$ cat config.mk
export PLATFORM = sky130hd
export DESIGN_NAME = lli_top
export DESIGN_NICKNAME = d
export VERILOG_FILES = /design/src/hdl/lli_pkg.sv /design/src/hdl/lli_top.sv /design/src/hdl/lli_indicator.sv
export SDC_FILE = /design/constraint.sdc
export NUM_CORES = 2
export LEC_CHECK = 0
export ABC_AREA = 0
export ABC_CLOCK_PERIOD_IN_PS = 13600
export BUFFER_PORTS_ARGS = -buffer_cell sky130_fd_sc_hd__buf_2
export CAP_MARGIN = 5
export CORE_UTILIZATION = 40
export CTS_CLUSTER_DIAMETER = 40
export DETAILED_ROUTE_END_ITERATION = 7
export SYNTH_ARGS = -nofsm -noshare
export SYNTH_HDL_FRONTEND = slang
export SYNTH_SLANG_ARGS = --single-unit
$ cat constraint.sdc
create_clock -name clock -period 13.6 [get_ports clock]
set_input_delay 1.36 -clock clock [delete_from_list [all_inputs] [get_ports clock]]
set_output_delay 1.36 -clock clock [all_outputs]
set_load 0.005 [all_outputs]
$ cat src/hdl/lli_pkg.sv
// Package with constants and types for the LED latch indicator logic
// Summary of operation
// - Up to five triggers ORed per indicator
// - Per-trigger inversion before combining
// - Unassigned slot always contributes zero
// - Unlatched indicator mirrors combined triggers
// - Latched indicator holds until acknowledged
// - Clear only after all triggers dropped
// - Per-indicator acknowledge clears latched state
// - Latch-off or no assignment clears state
// - Latched state survives restart without rst; rst clears it
// - Active colour shown when any trigger active
// - Inactive colour shown when none active and not latched
// - Group acknowledge clears every latched indicator
// - SCADA acknowledge clears all latched indicators
// - Remote acknowledges need remote reset enable
// - Alarm-ack mode cleared by protection alarm
// - System-OK flashes green booting, then steady
// - Supervision contact energises only when healthy
package lli_pkg;

    localparam int LLI_NUM_LEDS = 8;
    localparam int LLI_NUM_TRIG = 5;
    localparam int LLI_NUM_SRC = 32;
    localparam int LLI_SEL_W = 6;

    // Flash timing
    localparam int LLI_CLK_HZ = 20000000;
    localparam int LLI_FLASH_HALF_MS = 250;
    localparam int LLI_FLASH_CYC = LLI_CLK_HZ / 1000 * LLI_FLASH_HALF_MS;
    localparam int LLI_FLASH_W = 24;

    // Register map: config words are at index*4 from LLI_OFS_LED0
    localparam logic [7:0] LLI_OFS_CTRL = 8'h00;
    localparam logic [7:0] LLI_OFS_STAT = 8'h04;
    localparam logic [7:0] LLI_OFS_LED0 = 8'h10;
    localparam logic [7:0] LLI_OFS_SEL0 = 8'h40;

    // Control register fields
    localparam int LLI_CTRL_REMOTE = 0;
    localparam int LLI_CTRL_BOOTED = 1;
    localparam int LLI_CTRL_FAULT = 2;
    localparam logic [2:0] LLI_CTRL_RST = 3'h0;

    // Per-indicator config word fields
    localparam int LLI_CFG_INV = 0;
    localparam int LLI_CFG_LMODE = 5;
    localparam int LLI_CFG_ACOL = 8;
    localparam int LLI_CFG_ICOL = 11;
    localparam int LLI_CFG_ACK = 16;

    // Selector code 0 means unassigned; code n picks source n-1
    localparam logic [LLI_SEL_W-1:0] LLI_SEL_NONE = 6'h00;

    typedef enum logic [1:0] {
        LLI_LATCH_OFF,
        LLI_LATCH_ON,
        LLI_LATCH_ALARM
    } lli_lmode_t;

    typedef enum logic [2:0] {
        LLI_COL_NONE,
        LLI_COL_GREEN,
        LLI_COL_RED,
        LLI_COL_RED_FLASH,
        LLI_COL_GREEN_FLASH
    } lli_colour_t;

    typedef struct packed {
        logic [LLI_SEL_W-1:0] ack_sel;
        lli_colour_t inact_col;
        lli_colour_t act_col;
        lli_lmode_t lmode;
        logic [LLI_NUM_TRIG-1:0] invert;
    } lli_cfg_t;

    typedef struct packed {
        logic [7:0] addr;
        logic [31:0] wdata;
        logic wr;
        logic rd;
    } lli_bus_t;

    typedef struct packed {
        logic green;
        logic red;
    } lli_lamp_t;

    typedef enum logic [1:0] {
        LLI_SYS_BOOT,
        LLI_SYS_RUN,
        LLI_SYS_FAULT
    } lli_sys_t;

endpackage : lli_pkg

$ cat src/hdl/lli_top.sv
// Top of the LED latch indicator logic with register port
`timescale 1ns/10ps
module lli_top
    import lli_pkg::*;
(
    input wire logic clock, // System clock, 20 MHz
    input wire logic rst, // Async reset, active high
    input wire lli_pkg::lli_bus_t bus, // Register port request
    output logic [31:0] rdata, // Read data, cycle after read
    input wire logic [LLI_NUM_SRC-1:0] src, // Trigger signal pool
    input wire logic panel_key, // Panel acknowledge key pulse
    input wire logic group_indicator_ack, // Group acknowledge signal
    input wire logic scada_ack, // SCADA acknowledge pulse
    input wire logic prot_alarm, // Any protection alarm
    input wire logic prot_active, // Protection active
    output lli_pkg::lli_lamp_t [LLI_NUM_LEDS-1:0] lamps, // LED drives
    output lli_pkg::lli_lamp_t sys_ok_lamp, // System-OK lamp
    output logic supervision_contact // Energised when healthy
);
    import lli_pkg::*;

    // --------------------------------------------------------------
    // Configuration storage
    // --------------------------------------------------------------
    // Config lives in retained storage: only rst initialises it, a
    // firmware restart without rst keeps latched states
    lli_cfg_t cfg_r [LLI_NUM_LEDS];
    logic [LLI_NUM_TRIG*LLI_SEL_W-1:0] sel_r [LLI_NUM_LEDS];
    logic [2:0] ctrl_r;
    logic [31:0] rdata_nxt;
    logic [LLI_NUM_LEDS-1:0] state;
    logic [LLI_FLASH_W-1:0] flash_cnt_r;
    logic flash_r;
    logic remote_ok;
    logic group_clr;
    lli_sys_t sys_r;
    lli_lamp_t sys_lamp_nxt;
    lli_lamp_t [LLI_NUM_LEDS-1:0] lamp_w;

    function automatic logic hit(input logic [7:0] a, input logic [7:0] base);
        logic [7:0] d;
        d = a - base;
        hit = (a >= base) && (d[7:2] < 6'(LLI_NUM_LEDS)) && (d[1:0] == 2'h0);
    endfunction : hit

    // Word slot inside a per-indicator bank; meaningful only on a hit
    function automatic logic [2:0] slot(input logic [7:0] a,
                                        input logic [7:0] base);
        logic [7:0] d;
        d = a - base;
        slot = d[4:2];
    endfunction : slot

    always_ff @(posedge clock or posedge rst) begin
        if (rst) begin
            ctrl_r <= LLI_CTRL_RST;
            for (int i = 0; i < LLI_NUM_LEDS; i++) begin
                cfg_r[i] <= '0;
                sel_r[i] <= '0;
            end
        end else if (bus.wr) begin
            if (bus.addr == LLI_OFS_CTRL) begin
                ctrl_r <= bus.wdata[2:0];
            end
            if (hit(bus.addr, LLI_OFS_LED0)) begin
                cfg_r[slot(bus.addr, LLI_OFS_LED0)] <=
                    lli_cfg_t'(bus.wdata[$bits(lli_cfg_t)-1:0]);
            end
            if (hit(bus.addr, LLI_OFS_SEL0)) begin
                sel_r[slot(bus.addr, LLI_OFS_SEL0)] <=
                    bus.wdata[LLI_NUM_TRIG*LLI_SEL_W-1:0];
            end
        end
    end

    // --------------------------------------------------------------
    // Register read
    // --------------------------------------------------------------
    always_comb begin
        rdata_nxt = 32'h0;
        if (bus.addr == LLI_OFS_CTRL) begin
            rdata_nxt = {29'h0, ctrl_r};
        end else if (bus.addr == LLI_OFS_STAT) begin
            rdata_nxt = {24'h0, state};
        end else if (hit(bus.addr, LLI_OFS_LED0)) begin
            rdata_nxt = 32'(cfg_r[slot(bus.addr, LLI_OFS_LED0)]);
        end else if (hit(bus.addr, LLI_OFS_SEL0)) begin
            rdata_nxt = 32'(sel_r[slot(bus.addr, LLI_OFS_SEL0)]);
        end
    end

    always_ff @(posedge clock or posedge rst) begin
        if (rst) begin
            rdata <= 32'h0;
        end else if (bus.rd) begin
            rdata <= rdata_nxt;
        end else begin
            rdata <= 32'h0;
        end
    end

    // --------------------------------------------------------------
    // Flash timebase and acknowledge fan-out
    // --------------------------------------------------------------
    always_ff @(posedge clock or posedge rst) begin
        if (rst) begin
            flash_cnt_r <= '0;
            flash_r <= 1'b0;
        end else if (flash_cnt_r == LLI_FLASH_W'(LLI_FLASH_CYC - 1)) begin
            flash_cnt_r <= '0;
            flash_r <= ~flash_r;
        end else begin
            flash_cnt_r <= flash_cnt_r + 1'b1;
        end
    end

    assign remote_ok = ctrl_r[LLI_CTRL_REMOTE];
    // Remote sources gated, panel key always effective
    assign group_clr = panel_key
                       || (remote_ok && group_indicator_ack)
                       || (remote_ok && scada_ack);

    for (genvar g = 0; g < LLI_NUM_LEDS; g++) begin : g_led
        lli_indicator u_ind (
            .clock(clock),
            .rst(rst),
            .src(src),
            .sel(sel_r[g]),
            .cfg(cfg_r[g]),
            .group_clr(group_clr),
            .alarm_clr(prot_alarm),
            .flash(flash_r),
            .state(state[g]),
            .lamp(lamp_w[g])
        );
    end

    assign lamps = lamp_w;

    // --------------------------------------------------------------
    // System health
    // --------------------------------------------------------------
    always_ff @(posedge clock or posedge rst) begin
        if (rst) begin
            sys_r <= LLI_SYS_BOOT;
        end else begin
            unique case (sys_r)
                LLI_SYS_BOOT: begin
                    if (ctrl_r[LLI_CTRL_BOOTED] && prot_active) begin
                        sys_r <= LLI_SYS_RUN;
                    end
                end
                LLI_SYS_RUN: begin
                    if (ctrl_r[LLI_CTRL_FAULT] || !prot_active) begin
                        sys_r <= LLI_SYS_FAULT;
                    end
                end
                LLI_SYS_FAULT: begin
                    if (!ctrl_r[LLI_CTRL_FAULT] && prot_active) begin
                        sys_r <= LLI_SYS_RUN;
                    end
                end
                default: sys_r <= LLI_SYS_BOOT;
            endcase
        end
    end

    always_comb begin
        sys_lamp_nxt = '0;
        if (sys_r == LLI_SYS_BOOT) begin
            sys_lamp_nxt.green = flash_r;
        end else if (sys_r == LLI_SYS_RUN) begin
            sys_lamp_nxt.green = 1'b1;
        end else begin
            sys_lamp_nxt.red = 1'b1;
        end
    end

    always_ff @(posedge clock or posedge rst) begin
        if (rst) begin
            sys_ok_lamp <= '0;
            supervision_contact <= 1'b0;
        end else begin
            sys_ok_lamp <= sys_lamp_nxt;
            // Dropped-off through boot and on any fault
            supervision_contact <= (sys_r == LLI_SYS_RUN)
                                   && !ctrl_r[LLI_CTRL_FAULT] && prot_active;
        end
    end

    // --------------------------------------------------------------
    // Checks
    // --------------------------------------------------------------
    AST_CONTACT_BOOT_OFF: assert property (@(posedge clock) disable iff (rst)
        sys_r == LLI_SYS_BOOT |=> !supervision_contact)
        else $error("Supervision contact energised during boot");
    AST_CONTACT_FAULT_OFF: assert property (@(posedge clock) disable iff (rst)
        ctrl_r[LLI_CTRL_FAULT] |=> !supervision_contact)
        else $error("Supervision contact energised with fault");
    AST_SYSOK_STEADY: assert property (@(posedge clock) disable iff (rst)
        sys_r == LLI_SYS_RUN |=> sys_ok_lamp.green)
        else $error("System-OK lamp not steady green");
    AST_REMOTE_GATED: assert property (@(posedge clock) disable iff (rst)
        !remote_ok && !panel_key |-> !group_clr)
        else $error("Remote acknowledge passed while disabled");
    AST_FLASH_TOGGLE: assert property (@(posedge clock) disable iff (rst)
        flash_cnt_r == LLI_FLASH_W'(LLI_FLASH_CYC - 1) |=> $changed(flash_r))
        else $error("Flash phase did not toggle");
    AST_READ_ONE_CYCLE: assert property (@(posedge clock) disable iff (rst)
        !bus.rd |=> rdata == 32'h0)
        else $error("Read data outside read answer cycle");
    COV_BOOT_TO_RUN: cover property (@(posedge clock) disable iff (rst)
        sys_r == LLI_SYS_BOOT ##1 sys_r == LLI_SYS_RUN);
    COV_GROUP_ACK: cover property (@(posedge clock) disable iff (rst)
        remote_ok && group_indicator_ack);
    COV_ALARM: cover property (@(posedge clock) disable iff (rst)
        prot_alarm && |state);
endmodule : lli_top

$ cat src/hdl/lli_indicator.sv
// One configurable indicator: trigger combine, latch and colour
`timescale 1ns/10ps
module lli_indicator
    import lli_pkg::*;
(
    input wire logic clock, // System clock
    input wire logic rst, // Async reset, active high
    input wire logic [LLI_NUM_SRC-1:0] src, // Signal pool
    input wire logic [LLI_NUM_TRIG*LLI_SEL_W-1:0] sel, // Trigger selectors
    input wire lli_pkg::lli_cfg_t cfg, // Indicator config
    input wire logic group_clr, // Clear request for all
    input wire logic alarm_clr, // Protection alarm clear
    input wire logic flash, // Flash phase
    output logic state, // Indicator state
    output lli_pkg::lli_lamp_t lamp // Lamp drive, registered
);
    logic [LLI_NUM_TRIG-1:0] trig;
    logic any_assigned;
    logic comb;
    logic ack_hit;
    logic clr_req;
    logic latch_r;

    function automatic logic pick(input logic [LLI_NUM_SRC-1:0] pool,
                                  input logic [LLI_SEL_W-1:0] code);
        logic [LLI_SEL_W-1:0] idx;
        idx = code - 6'h01;
        if (code == LLI_SEL_NONE || code > 6'(LLI_NUM_SRC)) begin
            pick = 1'b0;
        end else begin
            pick = pool[idx[4:0]];
        end
    endfunction : pick

    function automatic lli_lamp_t paint(input lli_colour_t c,
                                        input logic ph);
        paint = '0;
        unique case (c)
            LLI_COL_NONE: paint = '0;
            LLI_COL_GREEN: paint.green = 1'b1;
            LLI_COL_RED: paint.red = 1'b1;
            LLI_COL_RED_FLASH: paint.red = ph;
            LLI_COL_GREEN_FLASH: paint.green = ph;
            default: paint = '0;
        endcase
    endfunction : paint

    always_comb begin
        any_assigned = 1'b0;
        for (int i = 0; i < LLI_NUM_TRIG; i++) begin
            if (sel[i*LLI_SEL_W +: LLI_SEL_W] == LLI_SEL_NONE) begin
                trig[i] = 1'b0;
            end else begin
                any_assigned = 1'b1;
                // Invert only assigned slots
                trig[i] = pick(src, sel[i*LLI_SEL_W +: LLI_SEL_W])
                          ^ cfg.invert[i];
            end
        end
        comb = |trig;
    end

    assign ack_hit = pick(src, cfg.ack_sel);
    assign clr_req = ack_hit || group_clr
                     || (alarm_clr && cfg.lmode == LLI_LATCH_ALARM);

    // Latch; no clear while triggers still active
    always_ff @(posedge clock or posedge rst) begin
        if (rst) begin
            latch_r <= 1'b0;
        end else if (cfg.lmode == LLI_LATCH_OFF || !any_assigned) begin
            latch_r <= 1'b0;
        end else if (comb) begin
            latch_r <= 1'b1;
        end else if (clr_req) begin
            latch_r <= 1'b0;
        end
    end

    // Unlatched mirrors triggers directly
    assign state = (cfg.lmode == LLI_LATCH_OFF) ? comb : (comb | latch_r);

    always_ff @(posedge clock or posedge rst) begin
        if (rst) begin
            lamp <= '0;
        end else if (state) begin
            lamp <= paint(cfg.act_col, flash);
        end else begin
            lamp <= paint(cfg.inact_col, flash);
        end
    end

    AST_UNLATCHED_MIRROR: assert property (@(posedge clock) disable iff (rst)
        cfg.lmode == LLI_LATCH_OFF |-> state == comb)
        else $error("Unlatched indicator differs from triggers");
    AST_HOLD_WHILE_ACTIVE: assert property (@(posedge clock) disable iff (rst)
        (latch_r && comb && cfg.lmode != LLI_LATCH_OFF
         && $stable(cfg.lmode)) |=> latch_r)
        else $error("Latch cleared while trigger active");
    AST_UNASSIGNED_ZERO: assert property (@(posedge clock) disable iff (rst)
        !any_assigned |-> !comb)
        else $error("Unassigned slots produced activity");
    AST_ACK_CLEARS: assert property (@(posedge clock) disable iff (rst)
        (cfg.lmode != LLI_LATCH_OFF && !comb && ack_hit) |=> !latch_r)
        else $error("Per-indicator acknowledge ignored");
    AST_LATCH_KEEPS: assert property (@(posedge clock) disable iff (rst)
        (latch_r && !clr_req && cfg.lmode != LLI_LATCH_OFF && any_assigned)
        |=> latch_r)
        else $error("Latched state lost without acknowledge");
    AST_ACTIVE_COLOUR: assert property (@(posedge clock) disable iff (rst)
        (state && cfg.act_col == LLI_COL_RED) |=> lamp.red && !lamp.green)
        else $error("Active colour not shown");
    COV_LATCH_HOLD: cover property (@(posedge clock) disable iff (rst)
        latch_r && !comb ##1 latch_r);
endmodule : lli_indicator

# Word-level counts from Yosys, hierarchy flattened
# Index checks and enable logic that the tools add are counted.
[totals] reg_bits=481 inputBits=81 output_inout_bits=51 word_cells=912
[classes] add_sub_neg=51 magnitude_cmp=104 eq_ne=79 muxes=362 bitwise=51 reduce_logical=185
[op_table] op="$gt A6 B6 Y1 const B" count=48
[op_table] op="$logic_not A6 Y1" count=48
[op_table] op="$lt A5 B6 Y1 const B" count=48
[op_table] op="$mux W1" count=252
[op_table] op="$bmux W1 S5" count=48
[op_table] op="$bwmux W240" count=1
[op_table] op="$sub A5 B1 Y5 const B" count=48
[op_table] op="$mux W30" count=7
[op_table] op="$bwmux W152" count=1
[op_table] op="$eq A3 B2 Y1 const B" count=32
[op_table] op="$bmux W30 S3" count=1
[op_table] op="$demux W30 S3" count=1
[op_table] op="$logic_or A1 B1 Y1" count=75
[op_table] op="$pmux W1 S2" count=32
[op_table] op="$bmux W19 S3" count=1
[op_table] op="$demux W19 S3" count=1
[op_table] op="$mux W19" count=3
[op_table] op="$eq A3 B1 Y1 const B" count=16
[op_table] op="$eq A3 B3 Y1 const B" count=16
[op_table] op="$reduce_or A5 Y1" count=8
[op_table] op="$xor A1 B1 Y1" count=40
[op_table] op="$mux W32" count=1
[op_table] op="$add A24 B1 Y24 const B" count=1
[op_table] op="$eq A24 B23 Y1 const B" count=1
[op_table] op="24 further kinds" count=102

# Depth between registers and ports, before layout
[logic_depth] depth_word=13 ltp_mapped=14 mapped_depth_nobuf=11

# Modules after synthesis
# Synthesis repeated with hierarchy kept, for this count alone.
[hier_totals] cells_unflattened=3511 hier_area_um2=43133.9
[modules_own_cells] module="lli_indicator" instances=8 cells_each=273 area_each_um2=2800.2 seq_area_each_um2=75.1
[modules_own_cells] module="lli_top" instances=1 cells_each=1327 area_each_um2=20732.4 seq_area_each_um2=11385.9

# Worst setup path after synthesis
# Ideal clock, no wire load.
[synth_timing] kind="input port to flip-flop" start="input port bus[38] in the netlist's numbering" end="register cfg_r[0] in the netlist's numbering" setup_time_ns=0.125 t_arrival_ns=4.190 required_ns=13.475 slack_ns=9.285 path_stages=11 path_buffers=3 cell_sequence="inv_2 clkbuf_1 clkbuf_1 ha_1 nor2_1 and4_1 o211ai_1 nor3b_1 nand3_1 clkbuf_1 mux2_2"
[synth_between] elab_chain_len=7 elab_cells_between_ends=13 classes_between="add/sub: 1; order compare: 4; mux: 3; bitwise: 1; reduce/logical: 4"
[synth_lines] item="start: declaration" line="lli_top.sv:8" source="input wire lli_pkg::lli_bus_t bus,"
[synth_lines] item="$sub A8 B5 Y8" line="lli_top.sv:50" source="d = a - base;"
[synth_lines] item="$not A3 Y4 (not written as such)" line="lli_top.sv:66" source="cfg_r[slot(bus.addr, LLI_OFS_LED0)] <="
[synth_lines] item="$ge A4 B4 Y1 (not written as such) or $lt A4 B1 Y1 (tied branches)" line="lli_top.sv:66"
[synth_lines] item="$logic_and A1 B1 Y1 (not written as such)" line="lli_top.sv:66"
[synth_lines] item="$mux W19 (not written as such)" line="lli_top.sv:66"
[synth_lines] item="$demux W19 S3" line="lli_top.sv:66"
[synth_lines] item="$bwmux W152" line="lli_top.sv:66"
[synth_lines] item="end signal: indexed assignment" line="lli_top.sv:66"
[synth_lines] item="end: declaration" line="lli_top.sv:27" source="lli_cfg_t cfg_r [LLI_NUM_LEDS];"
# Several ways; a longest one is shown, not always the timed one.
# A chain may end at the register's enable or synchronous reset.

# Worst setup path in the final report
[layout_timing] start="input port src[18]" end="register g_led[4].u_ind.lamp[0] in the netlist's numbering"
[layout_between] elab_chain_len=10 elab_cells_between_ends=34 classes_between="mux: 27; bitwise: 6; reduce/logical: 1"
[layout_lines] item="start: declaration" line="lli_top.sv:10" source="input wire logic [LLI_NUM_SRC-1:0] src,"
[layout_lines] item="$bmux W1 S5" line="lli_indicator.sv:31" source="pick = pool[idx[4:0]];"
[layout_lines] item="$mux W1 (not written as such)" line="lli_indicator.sv:31"
[layout_lines] item="$mux W1" line="lli_indicator.sv:28" source="if (code == LLI_SEL_NONE || code > 6'(LLI_NUM_SRC)) begin"
[layout_lines] item="$mux W1" line="lli_indicator.sv:51" source="if (sel[i*LLI_SEL_W +: LLI_SEL_W] == LLI_SEL_NONE) begin"
[layout_lines] item="$xor A1 B1 Y1" line="lli_indicator.sv:57" source="^ cfg.invert[i];"
[layout_lines] item="$mux W1" line="lli_indicator.sv:51"
[layout_lines] item="$reduce_or A5 Y1 *" line="lli_indicator.sv:60" source="comb = |trig;"
[layout_lines] item="$or A1 B1 Y1" line="lli_indicator.sv:81" source="assign state = (cfg.lmode == LLI_LATCH_OFF) ? comb : (comb | latch_r);"
[layout_lines] item="$mux W1 *" line="lli_indicator.sv:81"
[layout_lines] item="$mux W2 *" line="lli_indicator.sv:86" source="end else if (state) begin"
[layout_lines] item="end signal: assignment" line="lli_indicator.sv:87" source="lamp <= paint(cfg.act_col, flash);"
[layout_lines] item="end signal: assignment" line="lli_indicator.sv:89" source="lamp <= paint(cfg.inact_col, flash);"
[layout_lines] item="end: declaration" line="lli_indicator.sv:15" source="output lli_pkg::lli_lamp_t lamp"
# Every way passes the cells marked *; elsewhere a longest branch is shown, timed or not. The select of a mux whose other input is x is not followed.

==> impl_metrics.env <==
export IMPL_maxSlewHeadroom_pct=20.0
export IMPL_drv_slew=0
export IMPL_async_reset_ff_share_pct=100
export IMPL_clock_latency_ns=0.69
export IMPL_grt_ovfl_total=0
export IMPL_first_iter_violations=3886
export IMPL_place_inst=4609
export IMPL_fin_skew_ns=0.0385
export IMPL_critPathLaunchType="input pin"
export IMPL_grt_first_pass_wirelength_um=215000
export IMPL_rows=116
export IMPL_antenna_left=0
export IMPL_multiInputGateArea_mm2=0.0267
export IMPL_layout_setup_ws_ns=8.45
export IMPL_synth_seq_cells=479
export IMPL_synthCells=3456
export IMPL_start_util_pct=40.6
export IMPL_place_gp_congestion=0.911
export IMPL_root_buffer="clkbuf_16"
export IMPL_dp_hpwl_um=93100
export IMPL_peakVddDrop_uv=102
export IMPL_drc=0
export IMPL_cts_resized=0
export IMPL_fin_crit_sh_pct=37.9
export IMPL_fmax_ghz=0.194
export IMPL_syn_area_mm2=0.0408
export IMPL_grt_pass1_vias=30873
export IMPL_cts_htree_levels=3
export IMPL_fillers=9143
export IMPL_numPortBuffers=127
export IMPL_yosys_warnings=0
export IMPL_cellPowerDensity_mw_per_mm2=117
export IMPL_critPathMaxFanout=31
export IMPL_status="completed"
export IMPL_place_ws_ns=7.85
export IMPL_synth_most_common_cell="mux4_2"
export IMPL_area_growth_pct=10.9
export IMPL_routed_wl_um=147000
export IMPL_synth_seq_area_share_pct=29.4
export IMPL_setup_viol=0
export IMPL_via_per_inst=6.70
export IMPL_die_h_um=321
export IMPL_leakage_nw=18.7
export IMPL_antenna_found_initial=8
export IMPL_track_usage_pct=28.4
export IMPL_clkTransAtPathRegs_ns=0.05
export IMPL_yosysTopAreaCell="dfrtp_1"
export IMPL_regArea_mm2=0.0120
export IMPL_hp_class="register to register"
export IMPL_yosysTopAreaCellShare_pct=29.4
export IMPL_die_x_um=321
export IMPL_netlist_top_cells_count="516 x mux4_2, 479 x dfrtp_1, 373 x mux2_2"
export IMPL_worst_pin_slew_ns=1.18
export IMPL_cts_hold_buf=0
export IMPL_synth_edff_count=0
export IMPL_crit_type="input pin to register"
export IMPL_required_ns=14.14
export IMPL_synthTopCellsByArea="dfrtp_1 29%, mux4_2 28%, mux2_2 10%"
export IMPL_cts_sinks=479
export IMPL_cts_tree="built"
export IMPL_vias=32002
export IMPL_period_minus_slack_ns=5.15
export IMPL_clk_path_buf_depth=3
export IMPL_nets=3515
export IMPL_wl_per_cell_um=30.8
export IMPL_post_cts_buffers=0
export IMPL_ys_types=99
export IMPL_pin_count=132
export IMPL_hold_viol=0
export IMPL_drv_cap=0
export IMPL_avgSynthCellArea_um2=11.8
export IMPL_setup_tns_ns=0
export IMPL_drt_pass1_iterations=7
export IMPL_synth_flop_cell="dfrtp_1"
export IMPL_arrival_ns=5.69
export IMPL_drive_gt1_share_pct=38.2
export IMPL_rsz0062_at_grt="false"
export IMPL_critPathCaptureType="register"
export IMPL_cts_buffers=90
export IMPL_finalNonFillerCells=4775
export IMPL_grt_max_degree=188
export IMPL_core_area_mm2=0.101
export IMPL_dieArea_mm2=0.103
[power breakdown]
group	switching (mW)	internal [mW]	total [mW]
clock	0.852	1.45	2.30
combinational	0.709	0.643	1.35
sequential	0.135	1.50	1.64
[stage by stage]
| stage | power (mW) | util, % | hold WS [ns] | area, um2 |
|---|---|---|---|---|
| floorplan | 2.60 | - | 0.438 | 40800 |
| global placement | 2.96 | 41.9 | 0.454 | 42100 |
| detailed placement | 2.98 | 41.9 | 0.463 | 42100 |
| CTS | 5.29 | 45.0 | 0.475 | 45200 |
| global route | 5.47 | 45.0 | 0.509 | 45200 |
| finish | 5.29 | 45.0 | 0.471 | 45200 |
[worst paths after layout]
kind	start	endpoint	slack [ns]	cells past startpoint
min in group asynchronous	rst	sys_r[1]	0.86	3
max in group asynchronous	rst	cfg_r[148]	10.44	5
max reg2reg	sel_r[78]	g_led[5].u_ind.lamp[1]	8.87	11
min	flash_cnt_r[23]	flash_cnt_r[23]	0.47	1
max	src[18]	g_led[4].u_ind.lamp[0]	8.45	11
min reg2reg	flash_cnt_r[23]	flash_cnt_r[23]	0.47	1
[registers in the layout, indices dropped and copies added (netlist names)]
signal	count
flash_r	1
sys_r	2
g_led.u_ind.latch_r	8
flash_cnt_r	24
ctrl_r	3
rdata	30
cfg_r	152
supervision_contact	1
g_led.u_ind.lamp	16
sys_ok_lamp	2
sel_r	240
[layer usage]
metal | up-vias | routed length (um) | GRT usage [%]
li1 | 13010 | - | -
met4 | 8 | 8860 | 15.3
met1 | 16234 | 54600 | 37.3
met2 | 2224 | 66200 | 43.2
met5 | - | 49 | 0
met3 | 526 | 17300 | 7.22
[worst max-delay path, stage by stage]
cell      delay [ns]
buf_2           0.45
buf_4           0.67
mux4_2          0.38
nand2_1         0.05
and4b_1         0.17
nor4_1          0.93
mux2_1          0.38
nand3_1         0.14
o221ai_2        0.14
nor3_2          0.59
mux2_1          0.41
[cells by family after synthesis]
kind of cell               after synthesis  synth area share [%]
AOI/OAI and AO/OA                      398                  6.51
xor gates and xnor gates               172                  3.76
adders and majority gates               90                  2.76
buffers and inverters                  554                  5.34
DFF                                    479                  29.4
muxes                                 1047                  43.0
other                                    1               0.00919
and+or+nand+nor                        715                  9.22
[cells in the final DEF (no fill, tap or decap), types with 11 or more instances in the layout]
| cell type | n |
|---|---|
| nor3_1 | 63 |
| nor2b_1 | 26 |
| mux2_2 | 373 |
| or4b_2 | 14 |
| o22ai_1 | 15 |
| nand2_1 | 207 |
| a31oi_1 | 14 |
| nand3b_1 | 25 |
| and3_1 | 18 |
| buf_4 | 70 |
| nand2b_1 | 18 |
| inv_6 | 14 |
| xor2_1 | 74 |
| buf_2 | 125 |
| dfrtp_1 | 479 |
| ha_1 | 90 |
| a22oi_1 | 19 |
| xnor2_1 | 94 |
| inv_1 | 148 |
| clkbuf_16 | 91 |
| nor3b_1 | 41 |
| mux4_2 | 516 |
| clkinv_2 | 15 |
| mux2_1 | 17 |
| o211ai_1 | 17 |
| nor2_1 | 134 |
| a211oi_1 | 35 |
| a21oi_1 | 50 |
| o22a_1 | 14 |
| nand3_1 | 53 |
| o21ai_0 | 112 |
| or2_2 | 12 |
| mux2i_1 | 132 |
| nor4b_1 | 11 |
| o21ai_1 | 20 |
[layout make-up]
| cell class | instances | area share [%] |
|---|---|---|
| diodes | 1 | 0.00553 |
| clock buffers | 108 | 5.33 |
| multi-input cells | 2424 | 59.0 |
| flip-flops and latches | 479 | 26.5 |
| clock inverters | 57 | 1.52 |
| well taps | 1357 | 3.75 |
| repair buffers | 198 | 2.64 |
| inverters | 151 | 1.26 |
Power figures use the tool's default switching activity.
